$ cat config.mk
export PLATFORM = sky130hd
export DESIGN_NAME = asc_top
export DESIGN_NICKNAME = d
export VERILOG_FILES = /design/src/inc/asc_pkg.sv /design/src/core/asc_prescaler.sv /design/src/core/asc_sar.sv /design/src/core/asc_top.sv
export SDC_FILE = /design/constraint.sdc
export NUM_CORES = 1
export LEC_CHECK = 0
export ABC_CLOCK_PERIOD_IN_PS = 7620
export BUFFER_PORTS_ARGS = -buffer_cell sky130_fd_sc_hd__buf_2
export CAP_MARGIN = 20
export CORE_ASPECT_RATIO = 1.25
export CORE_UTILIZATION = 30
export DETAILED_ROUTE_END_ITERATION = 10
export PLACE_DENSITY = 0.48
export SETUP_SLACK_MARGIN = 0.02
export SKIP_LAST_GASP = 1
export SYNTH_ARGS = -nofsm -noshare
export SYNTH_HDL_FRONTEND = slang
export SYNTH_SLANG_ARGS = --single-unit
$ cat constraint.sdc
create_clock -name SYS_CLK -period 7.62 [get_ports SYS_CLK]
set_input_delay 1.524 -clock SYS_CLK [delete_from_list [all_inputs] [get_ports SYS_CLK]]
set_output_delay 1.524 -clock SYS_CLK [all_outputs]
set_load 0.01 [all_outputs]
$ cat src/inc/asc_pkg.sv
// shared constants for the converter sequencer control block
package asc_pkg;
  localparam logic [7:0] ADDR_STATUS_CONTROL = 8'h00;
  localparam logic [7:0] ADDR_RESULT = 8'h04;
  localparam logic [7:0] ADDR_CLOCK_SELECT = 8'h08;
  localparam int CONV_DONE_BIT = 7;
  localparam int IRQ_ENABLE_BIT = 6;
  localparam int CONTINUOUS_BIT = 5;
  localparam int CLK_SOURCE_BIT = 4;
  localparam int PRESCALE_LSB = 5;
  localparam logic [4:0] CHANNEL_RESET = 5'h1f;
  localparam logic [4:0] CHANNEL_POWER_OFF = 5'h1f;
  localparam logic [4:0] CHANNEL_LOW_REF = 5'h1e;
  localparam logic [4:0] CHANNEL_HIGH_REF = 5'h1d;
  localparam logic [4:0] CHANNEL_LAST_EXT = 5'h0e;
  localparam logic [4:0] CHANNEL_FIRST_PORT_D = 5'h08;
  localparam logic [4:0] CHANNEL_RESERVED = 5'h1b;
  localparam logic [2:0] PRESCALE_RESET = 3'h0;
  localparam int SAR_BITS = 8;
  localparam logic [4:0] SAMPLE_TICKS = 5'h08;
  localparam logic [4:0] CONV_TICKS = 5'h10;
  localparam logic [4:0] ROUTE_HIGH_REF = 5'h10;
  localparam logic [4:0] ROUTE_LOW_REF = 5'h11;
  localparam logic [4:0] ROUTE_NONE = 5'h12;
  typedef enum logic [1:0] {
    ASC_IDLE = 2'b00,
    ASC_SAMPLE = 2'b01,
    ASC_BITS = 2'b11,
    ASC_DONE = 2'b10
  } asc_state_e;
endpackage

$ cat src/core/asc_prescaler.sv
// converter clock tick generator with source select and prescale
`timescale 1ns/1ps
`default_nettype none
module asc_prescaler (
  input wire logic clk,
  input wire logic rst_n,
  input wire logic crystal_tick,
  input wire logic bus_source,
  input wire logic [2:0] clock_prescale,
  input wire logic run,
  output logic conv_tick
);
  logic [3:0] div_reg;
  logic [3:0] limit;
  logic src_tick;

  always_comb begin
    src_tick = bus_source ? 1'b1 : crystal_tick;
    case (clock_prescale)
      3'h0: limit = 4'h0;
      3'h1: limit = 4'h1;
      3'h2: limit = 4'h3;
      3'h3: limit = 4'h7;
      default: limit = 4'hf;
    endcase
  end

  always_ff @(posedge clk or negedge rst_n) begin
    if (!rst_n) begin
      div_reg <= 4'h0;
      conv_tick <= 1'b0;
    end else if (!run) begin
      div_reg <= 4'h0;
      conv_tick <= 1'b0;
    end else if (src_tick) begin
      conv_tick <= (div_reg >= limit);
      div_reg <= (div_reg >= limit) ? 4'h0 : div_reg + 4'h1;
    end else begin
      conv_tick <= 1'b0;
    end
  end
endmodule
`default_nettype wire

$ cat src/core/asc_sar.sv
// successive approximation register, one bit per converter tick
`timescale 1ns/1ps
`default_nettype none
module asc_sar #(
  parameter int WIDTH = 8
) (
  input wire logic clk,
  input wire logic rst_n,
  input wire logic clear,
  input wire logic load,
  input wire logic step,
  input wire logic comp_above,
  output logic [WIDTH-1:0] trial,
  output logic finished
);
  logic [WIDTH-1:0] mask_reg;

  always_ff @(posedge clk or negedge rst_n) begin
    if (!rst_n) begin
      trial <= '0;
      mask_reg <= '0;
      finished <= 1'b0;
    end else if (clear) begin
      trial <= '0;
      mask_reg <= '0;
      finished <= 1'b0;
    end else if (load) begin
      trial <= {1'b1, {(WIDTH-1){1'b0}}};
      mask_reg <= {1'b1, {(WIDTH-1){1'b0}}};
      finished <= 1'b0;
    end else if (step && mask_reg != '0) begin
      // keep trial bit when input is above trial level, then try next bit
      trial <= (comp_above ? trial : (trial & ~mask_reg)) | (mask_reg >> 1);
      mask_reg <= mask_reg >> 1;
      finished <= (mask_reg == {{(WIDTH-1){1'b0}}, 1'b1});
    end else begin
      finished <= 1'b0;
    end
  end
endmodule
`default_nettype wire

$ cat src/core/asc_top.sv
// converter sequencer control: APB registers, channel mux, conversion sequence
//
// Decided for this implementation: the APB register port and the register offsets.
`timescale 1ns/1ps
`default_nettype none
// Operation
// - with irq enable set, raise interrupt at end of each conversion; reset clears enable
// - result read or status write drops pending interrupt
// - continuous bit keeps converting and refreshing result; reset clears it
// - continuous bit clear: one conversion per start, then stop
// - five-bit channel select picks one of fifteen external inputs
// - codes 0-7 route port B 0-7, codes 8-14 port D 0-6
// - channel code all ones powers converter off; reset sets it
// - unused codes give undefined result; one code reserved
// - codes just below power-off route high and low references
// - one eight-bit result register rewritten per conversion
// - three-bit prescale divides by 1,2,4,8, or 16 when top bit set
// - clock source bit: one bus clock, zero crystal; reset crystal
// - status write starts conversion lasting sixteen to seventeen converter clocks
// - continuous results overwrite previous, read or not
// - done flag set per conversion, cleared by status write or result read
// - stop mode aborts conversion and holds block inactive
module asc_top (
  input wire logic SYS_CLK,
  input wire logic NRST,
  input wire logic PSEL,
  input wire logic PENABLE,
  input wire logic PWRITE,
  input wire logic [7:0] PADDR,
  input wire logic [31:0] PWDATA,
  output logic [31:0] PRDATA,
  output logic PREADY,
  output logic PSLVERR,
  input wire logic CRYSTAL_CLOCK,
  input wire logic STOP_MODE,
  input wire logic COMP_ABOVE,
  output logic [4:0] SELECTED_ANALOG_INPUT,
  output logic [7:0] SAR_TRIAL,
  output logic CONVERTER_POWER_ON,
  output logic SAMPLE_HOLD,
  output logic CONV_IRQ
);
  logic rst_meta_reg, rst_n;
  logic xtal_s1_reg, xtal_s2_reg, xtal_s3_reg;
  logic stop_s1_reg, stop_reg;
  logic comp_s1_reg, comp_reg;
  logic conv_irq_enable, continuous_convert, conv_done_flag, clock_source_select;
  logic [4:0] channel_select;
  logic [2:0] clock_prescale;
  logic [7:0] result_reg;
  asc_pkg::asc_state_e state_reg, state_next;
  logic [4:0] tick_cnt_reg;
  logic start_pend_reg;
  logic conv_tick, sar_finished, sar_load, sar_clear;
  logic [7:0] sar_trial;
  logic apb_access, apb_wr, apb_rd, wr_status, rd_result, powered, running;

  function automatic logic [4:0] route_of(input logic [4:0] code);
    if (code <= asc_pkg::CHANNEL_LAST_EXT)
      route_of = code;
    else if (code == asc_pkg::CHANNEL_HIGH_REF)
      route_of = asc_pkg::ROUTE_HIGH_REF;
    else if (code == asc_pkg::CHANNEL_LOW_REF)
      route_of = asc_pkg::ROUTE_LOW_REF;
    else
      route_of = asc_pkg::ROUTE_NONE;
  endfunction

  always_ff @(posedge SYS_CLK or negedge NRST) begin
    if (!NRST) begin
      rst_meta_reg <= 1'b0;
      rst_n <= 1'b0;
    end else begin
      rst_meta_reg <= 1'b1;
      rst_n <= rst_meta_reg;
    end
  end

  // crystal clock is sampled; its rising edge is a tick on the bus clock
  always_ff @(posedge SYS_CLK or negedge rst_n) begin
    if (!rst_n) begin
      xtal_s1_reg <= 1'b0;
      xtal_s2_reg <= 1'b0;
      xtal_s3_reg <= 1'b0;
      stop_s1_reg <= 1'b0;
      stop_reg <= 1'b0;
      comp_s1_reg <= 1'b0;
      comp_reg <= 1'b0;
    end else begin
      xtal_s1_reg <= CRYSTAL_CLOCK;
      xtal_s2_reg <= xtal_s1_reg;
      xtal_s3_reg <= xtal_s2_reg;
      stop_s1_reg <= STOP_MODE;
      stop_reg <= stop_s1_reg;
      comp_s1_reg <= COMP_ABOVE;
      comp_reg <= comp_s1_reg;
    end
  end

  assign apb_access = PSEL && PENABLE;
  assign apb_wr = apb_access && PWRITE;
  assign apb_rd = apb_access && !PWRITE;
  assign wr_status = apb_wr && PADDR == asc_pkg::ADDR_STATUS_CONTROL;
  assign rd_result = apb_rd && PADDR == asc_pkg::ADDR_RESULT;
  assign powered = channel_select != asc_pkg::CHANNEL_POWER_OFF;
  assign running = state_reg != asc_pkg::ASC_IDLE;

  // zero-wait slave: every access completes in its first access cycle
  always_ff @(posedge SYS_CLK or negedge rst_n) begin
    if (!rst_n) begin
      PRDATA <= 32'h0;
      PREADY <= 1'b0;
      PSLVERR <= 1'b0;
    end else begin
      PREADY <= PSEL && !PENABLE;
      PSLVERR <= PSEL && !PENABLE && PADDR != asc_pkg::ADDR_STATUS_CONTROL
        && PADDR != asc_pkg::ADDR_RESULT && PADDR != asc_pkg::ADDR_CLOCK_SELECT;
      PRDATA <= 32'h0;
      if (PSEL && !PENABLE && !PWRITE) begin
        case (PADDR)
          asc_pkg::ADDR_STATUS_CONTROL:
            PRDATA <= {24'h0, conv_done_flag, conv_irq_enable, continuous_convert,
                       channel_select};
          asc_pkg::ADDR_RESULT: PRDATA <= {24'h0, result_reg};
          asc_pkg::ADDR_CLOCK_SELECT:
            PRDATA <= {24'h0, clock_prescale, clock_source_select, 4'h0};
          default: PRDATA <= 32'h0;
        endcase
      end
    end
  end

  always_ff @(posedge SYS_CLK or negedge rst_n) begin
    if (!rst_n) begin
      conv_irq_enable <= 1'b0;
      continuous_convert <= 1'b0;
      channel_select <= asc_pkg::CHANNEL_RESET;
    end else if (wr_status && PREADY) begin
      conv_irq_enable <= PWDATA[asc_pkg::IRQ_ENABLE_BIT];
      continuous_convert <= PWDATA[asc_pkg::CONTINUOUS_BIT];
      channel_select <= PWDATA[4:0];
    end
  end

  always_ff @(posedge SYS_CLK or negedge rst_n) begin
    if (!rst_n) begin
      clock_source_select <= 1'b0;
      clock_prescale <= asc_pkg::PRESCALE_RESET;
    end else if (apb_wr && PREADY && PADDR == asc_pkg::ADDR_CLOCK_SELECT) begin
      clock_source_select <= PWDATA[asc_pkg::CLK_SOURCE_BIT];
      clock_prescale <= PWDATA[asc_pkg::PRESCALE_LSB +: 3];
    end
  end

  // a status write restarts a conversion past its sample phase; stop mode discards any pending start
  always_ff @(posedge SYS_CLK or negedge rst_n) begin
    if (!rst_n)
      start_pend_reg <= 1'b0;
    else if (stop_reg)
      start_pend_reg <= 1'b0;
    else if (wr_status && PREADY)
      start_pend_reg <= 1'b1;
    else if (state_reg == asc_pkg::ASC_SAMPLE)
      start_pend_reg <= 1'b0;
  end

  asc_prescaler u_prescaler (
    .clk(SYS_CLK),
    .rst_n(rst_n),
    .crystal_tick(xtal_s2_reg && !xtal_s3_reg),
    .bus_source(clock_source_select),
    .clock_prescale(clock_prescale),
    .run(running),
    .conv_tick(conv_tick)
  );

  assign sar_clear = stop_reg || !powered || start_pend_reg && state_reg != asc_pkg::ASC_IDLE
    && state_reg != asc_pkg::ASC_SAMPLE;
  assign sar_load = state_reg == asc_pkg::ASC_SAMPLE && conv_tick
    && tick_cnt_reg == asc_pkg::SAMPLE_TICKS - 5'h1;

  asc_sar #(.WIDTH(asc_pkg::SAR_BITS)) u_sar (
    .clk(SYS_CLK),
    .rst_n(rst_n),
    .clear(sar_clear),
    .load(sar_load),
    .step(state_reg == asc_pkg::ASC_BITS && conv_tick),
    .comp_above(comp_reg),
    .trial(sar_trial),
    .finished(sar_finished)
  );

  // sample for eight ticks then eight bit decisions: sixteen ticks plus sync slack
  always_comb begin
    state_next = state_reg;
    case (state_reg)
      asc_pkg::ASC_IDLE:
        if (start_pend_reg && powered)
          state_next = asc_pkg::ASC_SAMPLE;
      asc_pkg::ASC_SAMPLE:
        if (sar_load)
          state_next = asc_pkg::ASC_BITS;
      asc_pkg::ASC_BITS:
        if (sar_finished)
          state_next = asc_pkg::ASC_DONE;
      asc_pkg::ASC_DONE:
        state_next = continuous_convert ? asc_pkg::ASC_SAMPLE : asc_pkg::ASC_IDLE;
      default:
        state_next = asc_pkg::ASC_IDLE;
    endcase
    if (sar_clear && !(start_pend_reg && powered && !stop_reg))
      state_next = asc_pkg::ASC_IDLE;
    else if (sar_clear)
      state_next = asc_pkg::ASC_SAMPLE;
  end

  always_ff @(posedge SYS_CLK or negedge rst_n) begin
    if (!rst_n)
      state_reg <= asc_pkg::ASC_IDLE;
    else
      state_reg <= state_next;
  end

  always_ff @(posedge SYS_CLK or negedge rst_n) begin
    if (!rst_n)
      tick_cnt_reg <= 5'h0;
    else if (state_reg != state_next || state_reg == asc_pkg::ASC_DONE)
      tick_cnt_reg <= 5'h0;
    else if (conv_tick)
      tick_cnt_reg <= tick_cnt_reg + 5'h1;
  end

  always_ff @(posedge SYS_CLK or negedge rst_n) begin
    if (!rst_n)
      result_reg <= 8'h0;
    else if (state_reg == asc_pkg::ASC_DONE)
      result_reg <= sar_trial;
  end

  // completion beats a same-cycle clear so no result goes unflagged
  always_ff @(posedge SYS_CLK or negedge rst_n) begin
    if (!rst_n)
      conv_done_flag <= 1'b0;
    else if (state_reg == asc_pkg::ASC_DONE)
      conv_done_flag <= 1'b1;
    else if ((wr_status || rd_result) && PREADY)
      conv_done_flag <= 1'b0;
  end

  always_ff @(posedge SYS_CLK or negedge rst_n) begin
    if (!rst_n) begin
      CONV_IRQ <= 1'b0;
      SELECTED_ANALOG_INPUT <= asc_pkg::ROUTE_NONE;
      SAR_TRIAL <= 8'h0;
      CONVERTER_POWER_ON <= 1'b0;
      SAMPLE_HOLD <= 1'b0;
    end else begin
      CONV_IRQ <= conv_done_flag && conv_irq_enable;
      SELECTED_ANALOG_INPUT <= route_of(channel_select);
      SAR_TRIAL <= sar_trial;
      CONVERTER_POWER_ON <= powered && !stop_reg;
      SAMPLE_HOLD <= state_reg == asc_pkg::ASC_SAMPLE;
    end
  end

  chk_done_sets_flag: assert property (@(posedge SYS_CLK) disable iff (!rst_n)
    state_reg == asc_pkg::ASC_DONE |=> conv_done_flag)
    else $error("done flag not set after conversion");
  chk_irq_follows_flag: assert property (@(posedge SYS_CLK) disable iff (!rst_n)
    conv_done_flag && conv_irq_enable |=> CONV_IRQ)
    else $error("interrupt not raised");
  chk_read_drops_irq: assert property (@(posedge SYS_CLK) disable iff (!rst_n)
    rd_result && PREADY && state_reg != asc_pkg::ASC_DONE |=> ##1 !CONV_IRQ)
    else $error("interrupt not dropped by read");
  chk_single_stops: assert property (@(posedge SYS_CLK) disable iff (!rst_n)
    state_reg == asc_pkg::ASC_DONE && !continuous_convert |=> state_reg == asc_pkg::ASC_IDLE
    || start_pend_reg)
    else $error("single conversion did not stop");
  chk_cont_restarts: assert property (@(posedge SYS_CLK) disable iff (!rst_n)
    state_reg == asc_pkg::ASC_DONE && continuous_convert && !sar_clear
    |=> state_reg == asc_pkg::ASC_SAMPLE)
    else $error("continuous mode did not restart");
  chk_result_update: assert property (@(posedge SYS_CLK) disable iff (!rst_n)
    state_reg == asc_pkg::ASC_DONE |=> result_reg == $past(sar_trial))
    else $error("result not captured");
  chk_power_off: assert property (@(posedge SYS_CLK) disable iff (!rst_n)
    !powered |=> state_reg == asc_pkg::ASC_IDLE && !CONVERTER_POWER_ON)
    else $error("converter not powered down");
  chk_stop_aborts: assert property (@(posedge SYS_CLK) disable iff (!rst_n)
    stop_reg |=> state_reg == asc_pkg::ASC_IDLE && !start_pend_reg)
    else $error("stop did not abort conversion");
  chk_route_map: assert property (@(posedge SYS_CLK) disable iff (!rst_n)
    channel_select == asc_pkg::CHANNEL_FIRST_PORT_D
    |=> SELECTED_ANALOG_INPUT == asc_pkg::CHANNEL_FIRST_PORT_D)
    else $error("channel routing wrong");
endmodule
`default_nettype wire

==> flow_summary.toml <==
[synthesis]
avgSynthCellArea_um2 = 11.4
ys_ff_latch = 85
netlist_top_cells_area = "dfrtp_1 (54%), mux2_2 (6.2%), buf_4 (5.2%)"
seq_area_frac_synth_pct = 59.0
synth_edf_count = 0
netlist_instances = 317
async_flop_share_pct = 100
yosysTopAreaCellShare_pct = 53.9
synth-main-ff-cell = "dfrtp_1"
synth_top_cell_by_area = "dfrtp_1"
netlist_area_um2 = 3620
synth_warnings = 0
synth_cell_types = 45

[die]
die_area_um2 = 12500
start_util_pct = 31.0
ios = 98
core_um2 = 11700
rows = 44
die_w_um = 100
die_h_um = 125

[sta]
setup_viol = 0
fmax_mhz = 393
fin_tns_setup_ns = 0
slew_headroom_pct = 48.3
final.period_utilization_pct = 33.4
layout_min_cycle_time_ns = 2.55
layout_setup_ws_ns = 5.07
slew_violations = 0
hold_ws_ns = 0.196
skew_ns = 0.00429
worst_pin_slew_ns = 0.774
final-hold-violation-count = 0
rsz0062_at_grt = "false"

[worst_setup_path]
worstPathArrival_ns = 2.76
crit_fanout = 12
startpoint_type = "input pin"
max_stage_delay_ns = 0.41
required_ns = 7.83
worstSetupPathType = "in2reg"
path_cells = "buf_2 > nor3b_1 > nand3b_1 > mux2_2"
crit_path_end_kind = "register"
crit_slowest_cell = "mux2_2"

[clocking]
cts_setup_buffers = 0
h-tree-depth = 3
clkSinkCount = 85
cts_resized = 0
clk_latency_ns = 0.33
root_buffer = "clkbuf_16"
numCtsBuffers = 9
cts.clk_slew.worst_paths_ns = 0.06
cts_tree = "built"
ctsHoldBuffers = 0
clock_tree.buffer_depth = 2

[pwr]
ir_worst_vdd_v = 0.0000999
power_density_nw_per_um2 = 224
power.total_mw = 0.955
p_leak_nw = 2.09

[global_route]
grt_max_degree = 84
grt_pass1_vias = 2463
grt_pass1_wl_um = 11900
antenna_found_initial = 0
grt_usage_pct = 12.5
gr-total-overflow = 0

[final_layout]
layout.nets = 421
antenna_cells = 0
post-route-cell-area_um2 = 4270
drive_gt1_share_pct = 26.4
mostFrequentLayoutCell = "dfrtp_1"
area_growth_pct = 17.9
fillers = 1186
mostFrequentLayoutCells = "dfrtp_1 (77), buf_2 (49), nand2_1 (38)"

[drt]
vias = 2389
drcViolationCount = 0
ant_nets = 0
wl_um = 7190
post_drt_wl_per_cell_um = 13.5
viasPerCell = 4.49
first_pass_iters = 4
dr.first_iter.drc_count = 155

[job]
cap_violations = 0

[place]
dp_hpwl_um = 5130
gp_congestion = 0.735
port_buffers = 49
place_area_um2 = 3930
preCtsSetupSlack_ns = 4.68

[outcome]
status = "completed"

[min_path]
hold_class = "reg2async"
[kinds of logic after synthesis]
kind of cell    count (synthesis)  synth area share (%)
fa+ha+maj                       6                  2.07
buf+inv                        40                  6.98
other cells                     2                 0.207
mux                            29                  8.71
xor+xnor                        6                  1.45
compound gates                 46                  8.02
flops                          85                  59.0
simple gates                  103                  13.6
[Yosys cell counts (2+ instances only)]
cell type and n:
nand2b_1 4, nor2b_1 5, nand2_1 38, buf_2 7
conb_1 2, dfrtp_1 78, a22o_1 2, a21oi_1 29
and3_1 5, mux2_2 20, nor3_1 5, o21ai_0 2
xor2_1 3, mux2i_1 9, dfstp_2 7, nand3_1 8
clkbuf_1 2, nor2_1 25, inv_1 6, buf_4 25
a31oi_1 2, ha_1 6, and2_1 3, xnor2_1 3
[critical path: cells and delay by family]
kind	cells	cell delay, ns
buffers and inverters	1	0.19
and+or+nand+nor	2	0.64
muxes	1	0.41
[final cells by class]
class,instances,area [um^2],share of cell area (%)
clock buffer,11,243,5.69
clock inverter,4,72.6,1.70
inverter,6,22.5,0.528
multi-input combinational,215,1320,30.9
sequential,85,2140,50.1
tap,161,201,4.72
timing repair buffer,50,273,6.39
[path summary, 6_finish.rpt]
path                                                     from                                 end  slack (ns)  cells past startpoint
worst min register to register                rst_n$_DFF_PN0_               SAMPLE_HOLD$_DFF_PN0_        0.20                      0
max in group asynchronous                                NRST                     rst_n$_DFF_PN0_        6.55                      1
worst min-delay path                          rst_n$_DFF_PN0_               SAMPLE_HOLD$_DFF_PN0_        0.20                      0
worst max register to register  clock_prescale[2]$_DFFE_PN0P_  u_prescaler.div_reg[0]$_DFFE_PN0P_        5.35                      6
min in group SYS_CLK                    comp_s1_reg$_DFF_PN0_                  comp_reg$_DFF_PN0_        0.35                      0
worst max-delay path                                 PADDR[2]         conv_irq_enable$_DFFE_PN0P_        5.07                      4
[layer usage]
metal,GRT usage (%),share of wire [%]
met1,15.2,42
met2,20.4,51
met3,3.48,5.2
met4,5.63,2.0
met5,0,0
[per-stage QoR]
stage / std cells / util [%]
floorplan: 340 / -
global placement: 516 / 33.6
detailed placement: 516 / 33.6
CTS: 531 / 36.3
global route: 532 / 36.6
finish: 532 / 36.6
[power breakdown]
group / switching, mW / internal [mW] / leakage (nW) / total (mW)
clock: 0.167 / 0.294 / 0.152 / 0.460
sequential: 0.00467 / 0.457 / 1.13 / 0.462
combinational: 0.0221 / 0.0111 / 0.805 / 0.0332
total: 0.193 / 0.762 / 2.09 / 0.955
(Power assumes the default switching activity.)
